`config.mk`:
```
export PLATFORM = sky130hd
export DESIGN_NAME = rbfs_slave
export DESIGN_NICKNAME = d
export VERILOG_FILES = /design/src/rbfs_pkg.sv /design/src/rbfs_slave.sv /design/src/rbfs_buf.sv
export SDC_FILE = /design/constraint.sdc
export NUM_CORES = 1
export LEC_CHECK = 0
export BUFFER_PORTS_ARGS = -buffer_cell sky130_fd_sc_hd__buf_2
export CAP_MARGIN = 20
export CORE_MARGIN = 5
export CORE_UTILIZATION = 25
export CTS_BUF_LIST = sky130_fd_sc_hd__clkbuf_8
export CTS_CLUSTER_SIZE = 16
export DETAILED_ROUTE_END_ITERATION = 7
export GPL_ROUTABILITY_DRIVEN = 0
export SYNTH_ARGS = -nofsm -noshare
export SYNTH_HDL_FRONTEND = slang
export SYNTH_SLANG_ARGS = --single-unit
```
`constraint.sdc`:
```
create_clock -name mclk -period 4.38 [get_ports mclk]
set_input_delay 0.219 -clock mclk [delete_from_list [all_inputs] [get_ports mclk]]
set_output_delay 0.219 -clock mclk [all_outputs]
set_load 0.1 [all_outputs]
```
`src/rbfs_pkg.sv`:
```
// Shared constants, types and check-value function for the binary frame slave
package rbfs_pkg;

   // ***********************************************************
   // Timing
   // ***********************************************************
   localparam int unsigned CLK_HZ = 200_000_000;
   localparam int unsigned GAP_US = 6000;
   localparam int unsigned GAP_CYCLES = (CLK_HZ / 1_000_000) * GAP_US;

   // ***********************************************************
   // Check value
   // ***********************************************************
   localparam logic [15:0] CRC_INIT = 16'hFFFF;
   localparam logic [15:0] CRC_POLY = 16'hA001;
   localparam int CRC_SHIFTS = 8;

   // ***********************************************************
   // Commands, exception codes, stations
   // ***********************************************************
   localparam logic [7:0] CMD_READ = 8'h03;
   localparam logic [7:0] CMD_WRITE = 8'h06;
   localparam logic [7:0] CMD_DIAG = 8'h08;
   localparam logic [7:0] EXC_FLAG = 8'h80;
   localparam logic [7:0] EXC_BAD_CMD = 8'h01;
   localparam logic [7:0] EXC_BAD_ADDR = 8'h02;
   localparam logic [7:0] EXC_RANGE = 8'h03;
   localparam logic [5:0] STN_MIN = 6'h01;
   localparam logic [5:0] STN_MAX = 6'h20;
   localparam logic [15:0] MAX_WORDS = 16'h001D;

   // ***********************************************************
   // Frame lengths in bytes
   // ***********************************************************
   localparam logic [6:0] FRAME_OVH = 7'h04;
   localparam logic [6:0] REQ_LEN = 7'h08;
   localparam logic [6:0] MAX_FRAME = 7'h3E;
   localparam logic [6:0] EXC_LEN = 7'h05;
   localparam logic [6:0] ECHO_LEN = 7'h08;
   localparam logic [6:0] READ_OVH = 7'h05;

   typedef enum logic [1:0] {RK_READ, RK_ECHO, RK_EXC} rbfs_kind_e;
   typedef enum logic [2:0] {ST_RX, ST_EVAL, ST_PROBE, ST_WRITE, ST_TX, ST_FETCH} rbfs_state_e;

   // Folds one byte into the check register, eight right shifts
   function automatic logic [15:0] crc_byte(input logic [15:0] crc, input logic [7:0] b);
      logic [15:0] c;
      c = crc ^ {8'h00, b};
      for (int i = 0; i < CRC_SHIFTS; i++) begin
         c = c[0] ? ((c >> 1) ^ CRC_POLY) : (c >> 1);
      end
      return c;
   endfunction

endpackage

```
`src/rbfs_slave.sv`:
```
// Binary serial frame slave: gap framing, check value, command decode, answers
`timescale 1ns/1ps
module rbfs_slave #(
   parameter int unsigned GAP_CYCLES = rbfs_pkg::GAP_CYCLES,
   parameter int BUF_DEPTH = 2
) (
   input wire logic mclk, // Clock, 200 MHz
   input wire logic rstn, // Synchronous reset, active low
   input wire logic [5:0] station_id, // Own station number, strap
   input wire logic [7:0] rx_data, // Received byte
   input wire logic rx_valid, // Received byte strobe
   output logic [7:0] tx_data, // Byte to send
   output logic tx_valid, // Byte to send available
   input wire logic tx_ready, // Transmitter takes byte
   output logic par_req, // Parameter access pulse
   output logic par_we, // Access is a write
   output logic [15:0] par_addr, // Parameter address
   output logic [15:0] par_wdata, // Value to write
   input wire logic par_ack, // Access done pulse
   input wire logic [15:0] par_rdata, // Value read
   input wire logic par_addr_err, // Address invalid, with ack
   input wire logic par_range_err, // Value out of range, with ack
   output logic frame_drop // Frame silently discarded, pulse
);
   localparam int CW = $clog2(GAP_CYCLES + 1);
   localparam logic [CW-1:0] GAP_LAST = CW'(GAP_CYCLES - 1);
   localparam logic [CW-1:0] GAP_FULL = CW'(GAP_CYCLES);

   rbfs_pkg::rbfs_state_e state;
   rbfs_pkg::rbfs_kind_e kind;

   logic [5:0] stn_s1;
   logic [5:0] stn_s2;
   logic [CW-1:0] idle_cnt;
   logic gap_hit;
   logic armed;
   logic [6:0] cnt;
   logic ovf;
   logic [7:0] stn;
   logic [7:0] cmd;
   logic [7:0] dat [4];
   logic [7:0] b_last;
   logic [7:0] b_prev;
   logic [15:0] crc_excl;
   logic [15:0] req_n;
   logic [15:0] req_addr;
   logic crc_ok;
   logic stn_ok;
   logic len_ok;
   logic [7:0] exc_code;
   logic [5:0] widx;
   logic [6:0] idx;
   logic [6:0] tx_len;
   logic [15:0] word;
   logic word_held;
   logic [15:0] crc_tx;
   logic [7:0] out_byte;
   logic need_fetch;
   logic buf_valid;
   logic buf_ready;
   logic push;

   // ***********************************************************
   // Station strap synchroniser
   // ***********************************************************
   always_ff @(posedge mclk) begin
      if (!rstn) begin
         stn_s1 <= 6'h00;
         stn_s2 <= 6'h00;
      end else begin
         stn_s1 <= station_id;
         stn_s2 <= stn_s1;
      end
   end

   // ***********************************************************
   // Idle gap timing
   // ***********************************************************
   assign gap_hit = !rx_valid && (idle_cnt == GAP_LAST);

   always_ff @(posedge mclk) begin
      if (!rstn) begin
         idle_cnt <= '0;
      end else if (rx_valid) begin
         idle_cnt <= '0;
      end else if (idle_cnt != GAP_FULL) begin
         idle_cnt <= idle_cnt + 1'b1;
      end
   end

   // Bytes are only taken after a full gap, so a frame joined midway is never parsed
   // The gap that closes a frame also opens the next; only busy-time bytes disarm
   always_ff @(posedge mclk) begin
      if (!rstn) begin
         armed <= 1'b0;
      end else if (gap_hit) begin
         armed <= 1'b1;
      end else if (rx_valid && state != rbfs_pkg::ST_RX) begin
         armed <= 1'b0;
      end
   end

   // ***********************************************************
   // Frame capture and check over all but the last two bytes
   // ***********************************************************
   always_ff @(posedge mclk) begin
      if (!rstn) begin
         cnt <= 7'h00;
         ovf <= 1'b0;
         stn <= 8'h00;
         cmd <= 8'h00;
         dat <= '{default: 8'h00};
         b_last <= 8'h00;
         b_prev <= 8'h00;
         crc_excl <= rbfs_pkg::CRC_INIT;
      end else if (state == rbfs_pkg::ST_EVAL) begin
         cnt <= 7'h00;
         ovf <= 1'b0;
      end else if (state == rbfs_pkg::ST_RX && rx_valid && armed) begin
         if (cnt == rbfs_pkg::MAX_FRAME) begin
            ovf <= 1'b1;
         end else begin
            cnt <= cnt + 7'h01;
         end
         if (cnt == 7'h00) begin
            stn <= rx_data;
         end
         if (cnt == 7'h01) begin
            cmd <= rx_data;
         end
         if (cnt >= 7'h02 && cnt <= 7'h05) begin
            dat[2'(cnt - 7'h02)] <= rx_data;
         end
         b_prev <= b_last;
         b_last <= rx_data;
         // The fold lags two bytes so the check bytes never enter it
         if (cnt == 7'h00) begin
            crc_excl <= rbfs_pkg::CRC_INIT;
         end else if (cnt >= 7'h02) begin
            crc_excl <= rbfs_pkg::crc_byte(crc_excl, b_prev);
         end
      end
   end

   // ***********************************************************
   // Frame evaluation
   // ***********************************************************
   assign req_addr = {dat[0], dat[1]};
   assign req_n = {dat[2], dat[3]};
   // Check bytes arrive low then high
   assign crc_ok = (cnt >= rbfs_pkg::FRAME_OVH) && !ovf
                   && ({b_last, b_prev} == crc_excl);
   assign stn_ok = (stn[5:0] == stn_s2) && (stn[7:6] == 2'b00)
                   && (stn_s2 >= rbfs_pkg::STN_MIN) && (stn_s2 <= rbfs_pkg::STN_MAX);
   assign len_ok = (cnt == rbfs_pkg::REQ_LEN);

   always_ff @(posedge mclk) begin
      if (!rstn) begin
         frame_drop <= 1'b0;
      end else begin
         frame_drop <= (state == rbfs_pkg::ST_EVAL) && !(crc_ok && stn_ok);
      end
   end

   // ***********************************************************
   // Answer byte selection
   // ***********************************************************
   always_comb begin
      out_byte = 8'h00;
      if (idx == tx_len - 7'h02) begin
         out_byte = crc_tx[7:0];
      end else if (idx == tx_len - 7'h01) begin
         out_byte = crc_tx[15:8];
      end else if (idx == 7'h00) begin
         out_byte = stn;
      end else if (idx == 7'h01) begin
         out_byte = (kind == rbfs_pkg::RK_EXC) ? (cmd | rbfs_pkg::EXC_FLAG) : cmd;
      end else if (kind == rbfs_pkg::RK_EXC) begin
         out_byte = exc_code;
      end else if (kind == rbfs_pkg::RK_ECHO) begin
         out_byte = dat[2'(idx - 7'h02)];
      end else if (idx == 7'h02) begin
         out_byte = {req_n[6:0], 1'b0};
      end else begin
         out_byte = idx[0] ? word[15:8] : word[7:0];
      end
   end

   assign need_fetch = (kind == rbfs_pkg::RK_READ) && (idx >= 7'h03)
                       && (idx < tx_len - 7'h02) && idx[0] && !word_held;
   assign buf_valid = (state == rbfs_pkg::ST_TX) && !need_fetch;
   assign push = buf_valid && buf_ready;

   // ***********************************************************
   // Sequencer and parameter access
   // ***********************************************************
   always_ff @(posedge mclk) begin
      if (!rstn) begin
         state <= rbfs_pkg::ST_RX;
         kind <= rbfs_pkg::RK_EXC;
         exc_code <= 8'h00;
         par_req <= 1'b0;
         par_we <= 1'b0;
         par_addr <= 16'h0000;
         par_wdata <= 16'h0000;
         widx <= 6'h00;
         idx <= 7'h00;
         tx_len <= 7'h00;
         word <= 16'h0000;
         word_held <= 1'b0;
         crc_tx <= rbfs_pkg::CRC_INIT;
      end else begin
         par_req <= 1'b0;
         case (state)
            rbfs_pkg::ST_RX: begin
               if (gap_hit && cnt != 7'h00) begin
                  state <= rbfs_pkg::ST_EVAL;
               end
            end
            rbfs_pkg::ST_EVAL: begin
               idx <= 7'h00;
               crc_tx <= rbfs_pkg::CRC_INIT;
               word_held <= 1'b0;
               tx_len <= rbfs_pkg::EXC_LEN;
               kind <= rbfs_pkg::RK_EXC;
               if (!(crc_ok && stn_ok)) begin
                  state <= rbfs_pkg::ST_RX;
               end else if (cmd == rbfs_pkg::CMD_READ) begin
                  if (!len_ok || req_n == 16'h0000 || req_n > rbfs_pkg::MAX_WORDS) begin
                     exc_code <= rbfs_pkg::EXC_RANGE;
                     state <= rbfs_pkg::ST_TX;
                  end else begin
                     // First pass only probes addresses, so errors are known before any byte
                     par_req <= 1'b1;
                     par_we <= 1'b0;
                     par_addr <= req_addr;
                     widx <= 6'h00;
                     state <= rbfs_pkg::ST_PROBE;
                  end
               end else if (cmd == rbfs_pkg::CMD_WRITE) begin
                  if (!len_ok) begin
                     exc_code <= rbfs_pkg::EXC_RANGE;
                     state <= rbfs_pkg::ST_TX;
                  end else begin
                     par_req <= 1'b1;
                     par_we <= 1'b1;
                     par_addr <= req_addr;
                     par_wdata <= req_n;
                     state <= rbfs_pkg::ST_WRITE;
                  end
               end else if (cmd == rbfs_pkg::CMD_DIAG) begin
                  if (!len_ok) begin
                     exc_code <= rbfs_pkg::EXC_RANGE;
                  end else begin
                     kind <= rbfs_pkg::RK_ECHO;
                     tx_len <= rbfs_pkg::ECHO_LEN;
                  end
                  state <= rbfs_pkg::ST_TX;
               end else begin
                  exc_code <= rbfs_pkg::EXC_BAD_CMD;
                  state <= rbfs_pkg::ST_TX;
               end
            end
            rbfs_pkg::ST_PROBE: begin
               if (par_ack) begin
                  if (par_addr_err) begin
                     exc_code <= rbfs_pkg::EXC_BAD_ADDR;
                     state <= rbfs_pkg::ST_TX;
                  end else if ({10'h000, widx} == req_n - 16'h0001) begin
                     kind <= rbfs_pkg::RK_READ;
                     tx_len <= rbfs_pkg::READ_OVH + {req_n[5:0], 1'b0};
                     widx <= 6'h00;
                     state <= rbfs_pkg::ST_TX;
                  end else begin
                     par_req <= 1'b1;
                     par_addr <= req_addr + {10'h000, widx} + 16'h0001;
                     widx <= widx + 6'h01;
                  end
               end
            end
            rbfs_pkg::ST_WRITE: begin
               if (par_ack) begin
                  if (par_addr_err) begin
                     exc_code <= rbfs_pkg::EXC_BAD_ADDR;
                  end else if (par_range_err) begin
                     exc_code <= rbfs_pkg::EXC_RANGE;
                  end else begin
                     kind <= rbfs_pkg::RK_ECHO;
                     tx_len <= rbfs_pkg::ECHO_LEN;
                  end
                  state <= rbfs_pkg::ST_TX;
               end
            end
            rbfs_pkg::ST_TX: begin
               if (need_fetch) begin
                  par_req <= 1'b1;
                  par_we <= 1'b0;
                  par_addr <= req_addr + {10'h000, widx};
                  state <= rbfs_pkg::ST_FETCH;
               end else if (push) begin
                  idx <= idx + 7'h01;
                  if (idx < tx_len - 7'h02) begin
                     crc_tx <= rbfs_pkg::crc_byte(crc_tx, out_byte);
                  end
                  if (kind == rbfs_pkg::RK_READ && idx >= 7'h04 && !idx[0]) begin
                     word_held <= 1'b0;
                  end
                  if (idx == tx_len - 7'h01) begin
                     state <= rbfs_pkg::ST_RX;
                  end
               end
            end
            rbfs_pkg::ST_FETCH: begin
               if (par_ack) begin
                  word <= par_rdata;
                  word_held <= 1'b1;
                  widx <= widx + 6'h01;
                  state <= rbfs_pkg::ST_TX;
               end
            end
            default: begin
               state <= rbfs_pkg::ST_RX;
            end
         endcase
      end
   end

   // ***********************************************************
   // Output buffer, absorbs transmitter stalls
   // ***********************************************************
   rbfs_buf #(.W(8), .DEPTH(BUF_DEPTH)) u_buf (
      .mclk(mclk),
      .rstn(rstn),
      .in_data(out_byte),
      .in_valid(buf_valid),
      .in_ready(buf_ready),
      .out_data(tx_data),
      .out_valid(tx_valid),
      .out_ready(tx_ready)
   );

   // ***********************************************************
   // Checks
   // ***********************************************************
   a_gap_arm: assert property (@(posedge mclk) disable iff (!rstn)
      $rose(armed) |-> $past(idle_cnt) == GAP_LAST)
      else $error("armed without full idle gap");
   a_gap_end: assert property (@(posedge mclk) disable iff (!rstn)
      (state == rbfs_pkg::ST_RX && gap_hit && cnt != 7'h00) |=> state == rbfs_pkg::ST_EVAL)
      else $error("frame not closed by gap");
   a_stn_drop: assert property (@(posedge mclk) disable iff (!rstn)
      (state == rbfs_pkg::ST_EVAL && !stn_ok) |=> (state == rbfs_pkg::ST_RX && frame_drop))
      else $error("other station frame not dropped");
   a_crc_drop: assert property (@(posedge mclk) disable iff (!rstn)
      (state == rbfs_pkg::ST_EVAL && !crc_ok) |=> !buf_valid ##1 !buf_valid)
      else $error("bad check frame answered");
   a_crc_seed: assert property (@(posedge mclk) disable iff (!rstn)
      (state == rbfs_pkg::ST_TX && idx == 7'h00) |-> crc_tx == rbfs_pkg::CRC_INIT)
      else $error("check register not seeded");
   a_crc_order: assert property (@(posedge mclk) disable iff (!rstn)
      (push && idx == tx_len - 7'h02) |=> (idx == tx_len - 7'h01)
      && out_byte == $past(crc_tx[15:8]))
      else $error("check high byte not after low");
   a_exc_cmd: assert property (@(posedge mclk) disable iff (!rstn)
      (push && kind == rbfs_pkg::RK_EXC && idx == 7'h01) |-> out_byte == (cmd | 8'h80))
      else $error("exception command wrong");
   a_bad_cmd: assert property (@(posedge mclk) disable iff (!rstn)
      (state == rbfs_pkg::ST_EVAL && crc_ok && stn_ok && cmd != 8'h03 && cmd != 8'h06
      && cmd != 8'h08) |=> (kind == rbfs_pkg::RK_EXC && exc_code == 8'h01))
      else $error("unknown command not code 01h");
   a_read_limit: assert property (@(posedge mclk) disable iff (!rstn)
      (state == rbfs_pkg::ST_PROBE) |-> (req_n >= 16'h0001 && req_n <= rbfs_pkg::MAX_WORDS))
      else $error("read count over limit");
   a_write_args: assert property (@(posedge mclk) disable iff (!rstn)
      (par_req && par_we) |-> (par_addr == req_addr && par_wdata == req_n))
      else $error("write access arguments wrong");
   a_read_count: assert property (@(posedge mclk) disable iff (!rstn)
      (push && kind == rbfs_pkg::RK_READ && idx == 7'h02) |-> tx_len == out_byte[6:0] + 7'h05)
      else $error("read byte count wrong");

endmodule

```
`src/rbfs_buf.sv`:
```
// Small valid/ready byte buffer between the answer builder and the transmitter
`timescale 1ns/1ps
module rbfs_buf #(
   parameter int W = 8,
   parameter int DEPTH = 2
) (
   input wire logic mclk, // Clock
   input wire logic rstn, // Synchronous reset, active low
   input wire logic [W-1:0] in_data, // Word to store
   input wire logic in_valid, // Word offered
   output logic in_ready, // Room for a word
   output logic [W-1:0] out_data, // Oldest word
   output logic out_valid, // Word available
   input wire logic out_ready // Drain accepts
);
   localparam int AW = (DEPTH > 1) ? $clog2(DEPTH) : 1;
   localparam logic [AW:0] FULL = (AW + 1)'(DEPTH);
   localparam logic [AW-1:0] LAST = AW'(DEPTH - 1);

   logic [W-1:0] mem [DEPTH];
   logic [AW-1:0] wr_ptr;
   logic [AW-1:0] rd_ptr;
   logic [AW:0] count;
   logic do_wr;
   logic do_rd;

   assign in_ready = (count != FULL);
   assign out_valid = (count != '0);
   assign out_data = mem[rd_ptr];
   assign do_wr = in_valid && in_ready;
   assign do_rd = out_valid && out_ready;

   always_ff @(posedge mclk) begin
      if (do_wr) begin
         mem[wr_ptr] <= in_data;
      end
   end

   always_ff @(posedge mclk) begin
      if (!rstn) begin
         wr_ptr <= '0;
         rd_ptr <= '0;
         count <= '0;
      end else begin
         if (do_wr) begin
            wr_ptr <= (wr_ptr == LAST) ? '0 : wr_ptr + 1'b1;
         end
         if (do_rd) begin
            rd_ptr <= (rd_ptr == LAST) ? '0 : rd_ptr + 1'b1;
         end
         if (do_wr && !do_rd) begin
            count <= count + 1'b1;
         end else if (do_rd && !do_wr) begin
            count <= count - 1'b1;
         end
      end
   end

endmodule

```
==> summary.md, run 1 <==
| Metric | Value |
|---|---|
| Clock sinks | `between 200 and 250` |
| H-Tree Depth | `2` |
| Clock-pin slew on the worst setup and hold paths | `approximately 60 ps` |
| Reg power frac | `a little under half` |
| Clk_skew | `a little over 20 ps` |
| Synth-to-Final Area Change | `17.97%` |
| Total global routing track utilization | `around an eighth` |
| Pwr per Cell Area | `~340 nW/um2` |
| Pre-CTS setup slack | `~500 ps` |
| R2R setup slack | `~460 ps` |
| Synth unique cells | `73` |
| Setup ws final | `~460 ps` |
| Mapped Nets | `1,615` |
| TritonCTS clock tree | `done` |
| CP endpoint kind | `register` |
| Hold Vio Cnt, Final | `0` |
| Ports | `just over 80` |
| Status | `finished, final reports clean` |
| Max-slew headroom | `35.40%` |
| Max-cap violation count | `0` |
| Vias in the first global route | `11,113` |
| Tmin final | `3924 ps` |
| Largest net degree at the start of global routing | `71` |
| First-pass GRT wire length | `60,680 um` |
| WP data arrival | `about 4400 ps` |
| Mapped Area | `~13,000 um2` |
| Final setup TNS | `0 ps` |
| Drt drc | `0` |
| Setup violators final | `0` |
| Worst r2r src | `tx_len[2]` |
| Inserted Clock Buffers | `between 40 and 50` |
| Kind of critical path | `register to register` |
| Later-pin clock latency in the skew report | `between 500 and 600 ps` |
| Starting density of the core | `about a quarter` |
| Fmax | `0.2549 GHz` |
| Post-CTS Setup Inserts | `0` |
| Nets | `between 1,500 and 2,000` |
| Synth async-reset ratio | `0%` |
| Comb pwr share | `about 8%` |
| Crit. Startpoint | `tx_len[2]` |
| CP Capture Point | `crc_tx[0]` |
| Area of the multi-input gates | `7167 um2` |
| Die height | `around 240 um` |
| CP max FO | `12` |
| CORE AREA | `~50,000 um2` |
| Initial DRC count | `just under 900` |
| Clock share of power | `46.5%` |
| Number of synthesized flops with an enable pin | `16` |
| LEAKAGE | `5.651 nW` |
| Peak supply drop | `between 0.2 and 0.25 mV` |
| Worst R2R Path Depth | `14` |
| Std-Cell Rows | `slightly above 80` |
| Synth warn | `0` |
| Number of gates resized after CTS | `0` |
| Port Buffers | `80` |
| Hold WS | `around 52 ps` |
| Die area | `55,270 um2` |
| Tightest Hold Check Type | `input port to register` |
| Critical Path RT | `4800 ps` |
| FILL cells | `roughly 5,300` |
| Vias | `11,330` |
| Primary FF master, synth | `dfxtp_1` |
| Reg2Reg Capture Point | `crc_tx[0]` |
| Startpoint types | `register` |
| Initial antenna violation count | `1` |
| Layout cells sized above 1 | `a little under an eighth` |
| Reg area | `a little over 5000 um2` |
| Antenna diode count | `0` |
| Final core utilization | `between 20% and 30%` |
| P_int | `approximately 3.8 mW` |
| P_sw | `approximately 1.3 mW` |
| CTS max path bufs | `3` |
| Die X | `approximately 240 um` |
| Avg Inst Size Synth | `8.232 um2` |
| Vias per cell | `4.865` |
| RSZ-0062 raised after global routing | `false` |
| Switching Fraction | `about 25%` |
| ANT nets after route | `0` |
| Slew Viols, Final | `0` |
| Avg WL per Cell | `between 15 and 20 um` |
| Post-Route WL | `37,820 um` |
| Root buffer cell | `clkbuf_8` |
| Register area share after synthesis | `roughly 40%` |
| Final Cycle Share | `roughly nine tenths` |
| DP Wirelength | `about 27,000 um` |
| Hold_buf cts | `28` |
| GR Overflow Total | `0` |
| Least-Margin Pin Slew | `about 970 ps` |
| Pre-antenna DRT Iters | `5` |
| Yosys reg bits | `roughly 240` |
| Mapped Cells | `approximately 1,500` |
[area by class of cell]
cell class | instances | area share, %
Timing Repair Buffer | 125 | 5.409
Clock buffer | 53 | 4.881
Sequential cell | 244 | 33.76
Multi-Input combinational cell | 1177 | 47.96
Clock inverter | 23 | 1.474
Inverter | 35 | 0.8958
Tap cell | 672 | 5.626
[critical path: stages, from the launching register on]
cell,delay (ps)
dfxtp_1,360
inv_1,120
ha_1,240
nor3b_2,290
and3_1,200
o221ai_1,260
or3_4,510
a41oi_1,300
mux2i_1,420
nor2_1,70
mux2_2,280
xnor3_2,270
xnor2_2,220
mux2i_1,210
a31oi_1,50
[per-layer routing]
layer / GRT usage [%] / vias up / share of wire [%]
met5: 0 / - / 0
met4: 5.415 / 0 / 3.7
met3: 2.847 / 94 / 6.9
met2: 21.16 / 377 / 45
met1: 17.38 / 5346 / 45
li1: - / 5513 / -
[cell usage after synthesis, drive strengths merged (8+ instances only)]
cell    count  area share (%)
and3       21             1.0
nand2     248             7.3
a31oi       9            0.54
nand3      40             1.6
o21ai      71             2.8
o22ai      19            0.99
nand2b     10            0.49
nor3       35             1.4
a21oi     125             4.9
nor4       10            0.54
inv        34             1.0
edfxtp     16             3.8
dfxtp     228              36
or3         8            0.43
ha         38             3.8
clkbuf     70             2.1
nand4      23             1.1
o211ai      8            0.47
mux4        8             1.4
or4         8            0.47
buf        13            0.57
a221oi      9            0.62
a211oi     11            0.65
a22oi       8            0.47
xor2       58             4.0
mux2       12             1.1
nor2      180             5.4
nor2b      11            0.54
and2       30             1.5
xnor2      74             5.2
mux2i      38             3.2
[cell families after synthesis]
| logic type | Yosys count | share of synthesized area [%] |
|---|---|---|
| adder cells (fa/ha/maj) | 40 | 3.990 |
| AO/OA/AOI/OAI | 303 | 14.34 |
| multiplexers | 58 | 5.689 |
| XOR/XNOR | 133 | 9.373 |
| AND/OR/NAND/NOR | 643 | 23.10 |
| buffers and inverters | 118 | 3.684 |
| flip-flops | 244 | 39.82 |
[how the worst min path moves through the flow]
stage | to | cells after the start | start | slack, ps
3_5_place_dp | exc_code[6] | 2 | exc_code[6] | 420
6_report | dat[15] | 3 | rx_data[7] | 50
5_1_grt | b_last[7] | 3 | rx_data[7] | 40
2_1_floorplan | stn_s1[0] | 1 | station_id[0] | 350
3_3_place_gp | exc_code[6] | 2 | exc_code[6] | 420
4_1_cts | b_last[6] | 3 | rx_data[6] | 20
[state kept, by name, summed over array words and instances (netlist names), 7 cells and up, named ones only]
signal	flops
dat	32
idle_cnt	21
crc_excl	16
crc_tx	16
par_addr	16
par_wdata	16
u_buf.mem	16
word	16
b_last	8
b_prev	8
cmd	8
exc_code	8
stn	8
cnt	7
idx	7
tx_len	7
[placed cells by master (no fill, tap or decap), drive strengths merged, types with 8 or more instances in the layout]
master       count
nand2          248
dfxtp          228
nor2           180
a21oi          125
buf             97
xnor2           74
o21ai           71
xor2            58
clkbuf          53
inv             48
nand3           40
ha              38
mux2i           38
nor3            35
and2            30
dlygate4sd3     28
nand4           23
and3            21
o22ai           19
edfxtp          16
mux2            12
nor2b           11
a211oi          11
nand2b          10
nor4            10
a221oi           9
a31oi            9
or4              8
o211ai           8
mux4             8
a22oi            8
or3              8
[through the flow]
step	cells	total power, mW	cell area, um2
finish	2329	5.025	14940
global placement	2225	2.709	13710
global route	2329	5.236	14940
floorplan	1539	2.602	12670
CTS	2329	5.102	14940
detailed placement	2225	2.716	13710
[power by group through the flow]
stage	clock network, mW	registers [mW]	logic (mW)
2_1_floorplan	0	2.33	0.272
3_3_place_gp	0	2.34	0.369
3_5_place_dp	0	2.34	0.375
4_1_cts	2.41	2.29	0.395
5_1_grt	2.51	2.30	0.428
6_report	2.34	2.29	0.395
Power figures use the tool's default switching activity.
==> run 2, diff against run 1 <==
--- a/config.mk
+++ b/config.mk
@@ -5,6 +5,7 @@
 export SDC_FILE = /design/constraint.sdc
 export NUM_CORES = 1
 export LEC_CHECK = 0
+export ABC_AREA = 1
 export BUFFER_PORTS_ARGS = -buffer_cell sky130_fd_sc_hd__buf_2
 export CAP_MARGIN = 20
 export CORE_MARGIN = 5
@@ -15,4 +16,5 @@
 export GPL_ROUTABILITY_DRIVEN = 0
 export SYNTH_ARGS = -nofsm -noshare
 export SYNTH_HDL_FRONTEND = slang
+export SYNTH_HIERARCHICAL = 1
 export SYNTH_SLANG_ARGS = --single-unit
==> run 2 against run 1 <==
Utilization decreased by 0.35 points; sequential share of layout area decreased by 1.9 points; critical endpoint unchanged; wire length increased by 9.9%; first-iteration DRC count increased by 6.6%; global-route usage increased by 0.43 points; via count increased by 17%; final area increased by 5.8%; combinational power increased to 7.1 times the previous value; synthesized area increased by 6.6%; power increased by 53%; clock-buffer cell count increased by 3; critical path depth increased by 11; highest routed layer is now met5.
==> summary.md, run 2 <==
| Metric | Value |
|---|---|
| Status | `finished, final reports clean` |
| GR Overflow Total | `0` |
| CP endpoint kind | `register` |
| Clock-pin slew on the worst setup and hold paths | `~60 ps` |
| LEAKAGE | `6.844 nW` |
| Post-synth top area share | `~34%` |
| Inserted Clock Buffers | `46` |
| Hold Startpoint | `rx_data[3]` |
| Post-CTS Setup Inserts | `0` |
| Cells after DPL | `between 2,000 and 3,000` |
| Number of synthesized flops with an enable pin | `16` |
| DP Wirelength | `around 31,000 um` |
| Startpoint types | `register` |
| Comb pwr share | `between 30% and 40%` |
| FILL cells | `roughly 5,800` |
| Design Area, Final | `approximately 16,000 um2` |
| Slew Viols, Final | `0` |
| Worst Path Buf+Inv | `4` |
| Setup ws final | `approximately 600 ps` |
| Cell depth of the worst hold path | `3` |
| Die height | `roughly 240 um` |
| Kind of critical path | `register to register` |
| Hold_buf cts | `29` |
| CTS max path bufs | `3` |
| Port Buffers | `80` |
| Die area | `between 50,000 and 60,000 um2` |
| Vias | `about 13,000` |
| Mapped Cells | `~1,900` |
| Largest regs | `dat (32), idle_cnt (21)` |
| Clock sinks | `between 200 and 250` |
| P_int | `4.500 mW` |
| Hold Vio Cnt, Final | `0` |
| Cell accounting for the most synthesized area | `dfxtp_1` |
| Later-pin clock latency in the skew report | `about 600 ps` |
| Pre-CTS setup slack | `around 690 ps` |
| Synth warn | `6` |
| Top cell by count, worst path | `nand2_1` |
| Final Cycle Share | `86.31%` |
| Crit-path max cell delay | `~570 ps` |
| CP max FO | `27` |
| Critical path's slowest cell | `clkinv_1` |
| First-pass GRT wire length | `roughly 67,000 um` |
| ANT nets after route | `0` |
| Fmax | `about 0.26 GHz` |
| Worst Hold End | `dat[27]` |
| Initial antenna violation count | `3` |
| Starting density of the core | `25.15%` |
| Commonest non-fill, non-tap cell in the layout | `nand2_1` |
| TritonCTS clock tree | `done` |
| Largest net degree at the start of global routing | `slightly above 80` |
| Crit. Startpoint | `tx_len[1]` |
| Tmin final | `approximately 3800 ps` |
| Total power | `7.667 mW` |
| Synth unique cells | `62` |
| RSZ-0062 raised after global routing | `false` |
| Synth async-reset ratio | `0%` |
| Initial DRC count | `about 900` |
| Number of gates resized after CTS | `0` |
| Reg power frac | `33.9%` |
| CORE AREA | `between 50,000 and 60,000 um2` |
| Root buffer cell | `clkbuf_8` |
| Std-Cell Rows | `85` |
| Avg Inst Size Synth | `a little over 7 um2` |
| Final setup TNS | `0 ps` |
| Post-Route WL | `41,580 um` |
| Primary FF master, synth | `dfxtp_1` |
| Peak supply drop | `between 0.2 and 0.3 mV` |
| WP data arrival | `roughly 4300 ps` |
| Vias in the first global route | `about 13,000` |
| H-Tree Depth | `2` |
| Mapped Area | `approximately 14,000 um2` |
| Main area contributors after synthesis | `dfxtp_1, nand2_1, a21oi_1` |
| Worst r2r src | `tx_len[1]` |
| Reg with most FFs | `dat` |
| P_sw | `3.167 mW` |
| Most frequent cells in the layout | `nand2_1, inv_1, dfxtp_1, a21oi_1, o21ai_0` |
| Yosys reg bits | `roughly 240` |
| Most frequent cell after synthesis | `nand2_1` |
| R2R setup slack | `around 600 ps` |
| Pwr per Cell Area | `484.9 nW/um2` |
| Layout cells sized above 1 | `13.16%` |
| Switching Fraction | `between 40% and 50%` |
| Die X | `242.4 um` |
| Pre-antenna DRT Iters | `6` |
| Register area share after synthesis | `37.35%` |
| Critical Path RT | `about 4900 ps` |
| Drt drc | `0` |
| Max FFs per register | `32` |
| Tightest Hold Check Type | `input port to register` |
| CP top delay family | `simple AND/OR/NAND/NOR gates` |
| Total global routing track utilization | `13.65%` |
| Clk_skew | `between 30 and 40 ps` |
| DP Area | `around 15,000 um2` |
| Synth-to-Final Area Change | `17.06%` |
| Worst R2R Path Depth | `25` |
| Synth cell count leaders | `nand2_1, inv_1, dfxtp_1` |
| Setup violators final | `0` |
| Reg2Reg Capture Point | `crc_tx[0]` |
| Vias per cell | `about 4.8` |
| Mapped Nets | `between 1,500 and 2,000` |
| Clock share of power | `just under 30%` |
| Max-slew headroom | `43.13%` |
| Least-Margin Pin Slew | `849.9 ps` |
| Max-cap violation count | `0` |
| Nets | `about 2,100` |
| Final std cells w/o fill | `around 2,800` |
| Ports | `between 80 and 90` |
| Avg WL per Cell | `around 15 um` |
run 2: cell count changes in the layout (fill, tap and decap cells not counted), sizes merged, moves of 29 or more:
cell   before  now
inv        48  263
nand3      40  150
a21oi     125  185
and2       30    1
xor2       58   28
nand2     248  403
mux2i      38    0
o21ai      71  173
xnor2      74   18
run 2: worst reg2reg max path, stage by stage, from the launching register on:
cell and delay [ps]:
dfxtp_1 310, inv_1 180, ha_1 310, nand2_1 90, xor2_1 140, ha_1 290
nand2_1 70, inv_1 70, and3_2 240, clkinv_1 570, nand2_1 250, inv_1 70
nand2_2 90, nand3_1 80, nand2_2 100, nand3_1 100, nand2_2 100, nand2_2 70
nand2_1 80, nand2_2 60, nand2_2 80, nand2_1 60, nand3_1 70, nand3_1 60
nand2_1 70, nand2_1 50
run 2: worst max-delay path by stage:
stage                     slack [ps]  cells after the start         to
after floorplan                 1530                     23  crc_tx[0]
after global placement           840                     25  crc_tx[0]
after detailed placement         690                     25  crc_tx[0]
after CTS                        680                     25  crc_tx[0]
after global routing             210                     25  crc_tx[0]
final                            600                     25  crc_tx[0]
run 2: kinds of logic after synthesis:
family | Yosys count | share of synthesized area, %
fa+ha+maj | 39 | 3.668
xor+xnor | 46 | 2.983
flops | 244 | 37.35
mux | 8 | 0.6670
simple gates | 824 | 27.92
buf+inv | 317 | 9.449
compound gates | 439 | 17.96
run 2: layout make-up:
type | instances | area, um2 | share of cell area (%)
antenna | 2 | 5.005 | 0.03165
clock buffer | 56 | 770.7 | 4.875
clock inverter | 27 | 166.4 | 1.052
inverter | 248 | 932.1 | 5.895
multi-input combinational | 1356 | 7186 | 45.45
sequential | 244 | 5045 | 31.91
tap | 696 | 870.8 | 5.508
timing repair buffer | 128 | 835.8 | 5.286
run 2: per-layer routing:
layer  GRT usage [%]  share of wire (%)  up-vias
met2           21.77                 45      406
met5               0              0.031        -
li1                -                  -     6602
met4           5.086                2.9        2
met1           18.47                 46     6187
met3           2.482                5.9       72
run 2: power groups by stage:
stage                     Sequential (mW)  Clock, mW  Combinational [mW]
after global placement               2.63          0                2.71
after CTS                            2.59       2.35                2.79
after floorplan                      2.69          0                2.07
final                                2.60       2.27                2.80
after global routing                 2.62       2.44                3.09
after detailed placement             2.64          0                2.75
run 2: through the flow:
step	hold slack [ps]	utilization, %
after floorplan	316.6	-
after global placement	411.8	27.15
after detailed placement	409.1	27.15
after CTS	25.38	29.43
after global routing	48.69	29.44
final	75.31	29.44
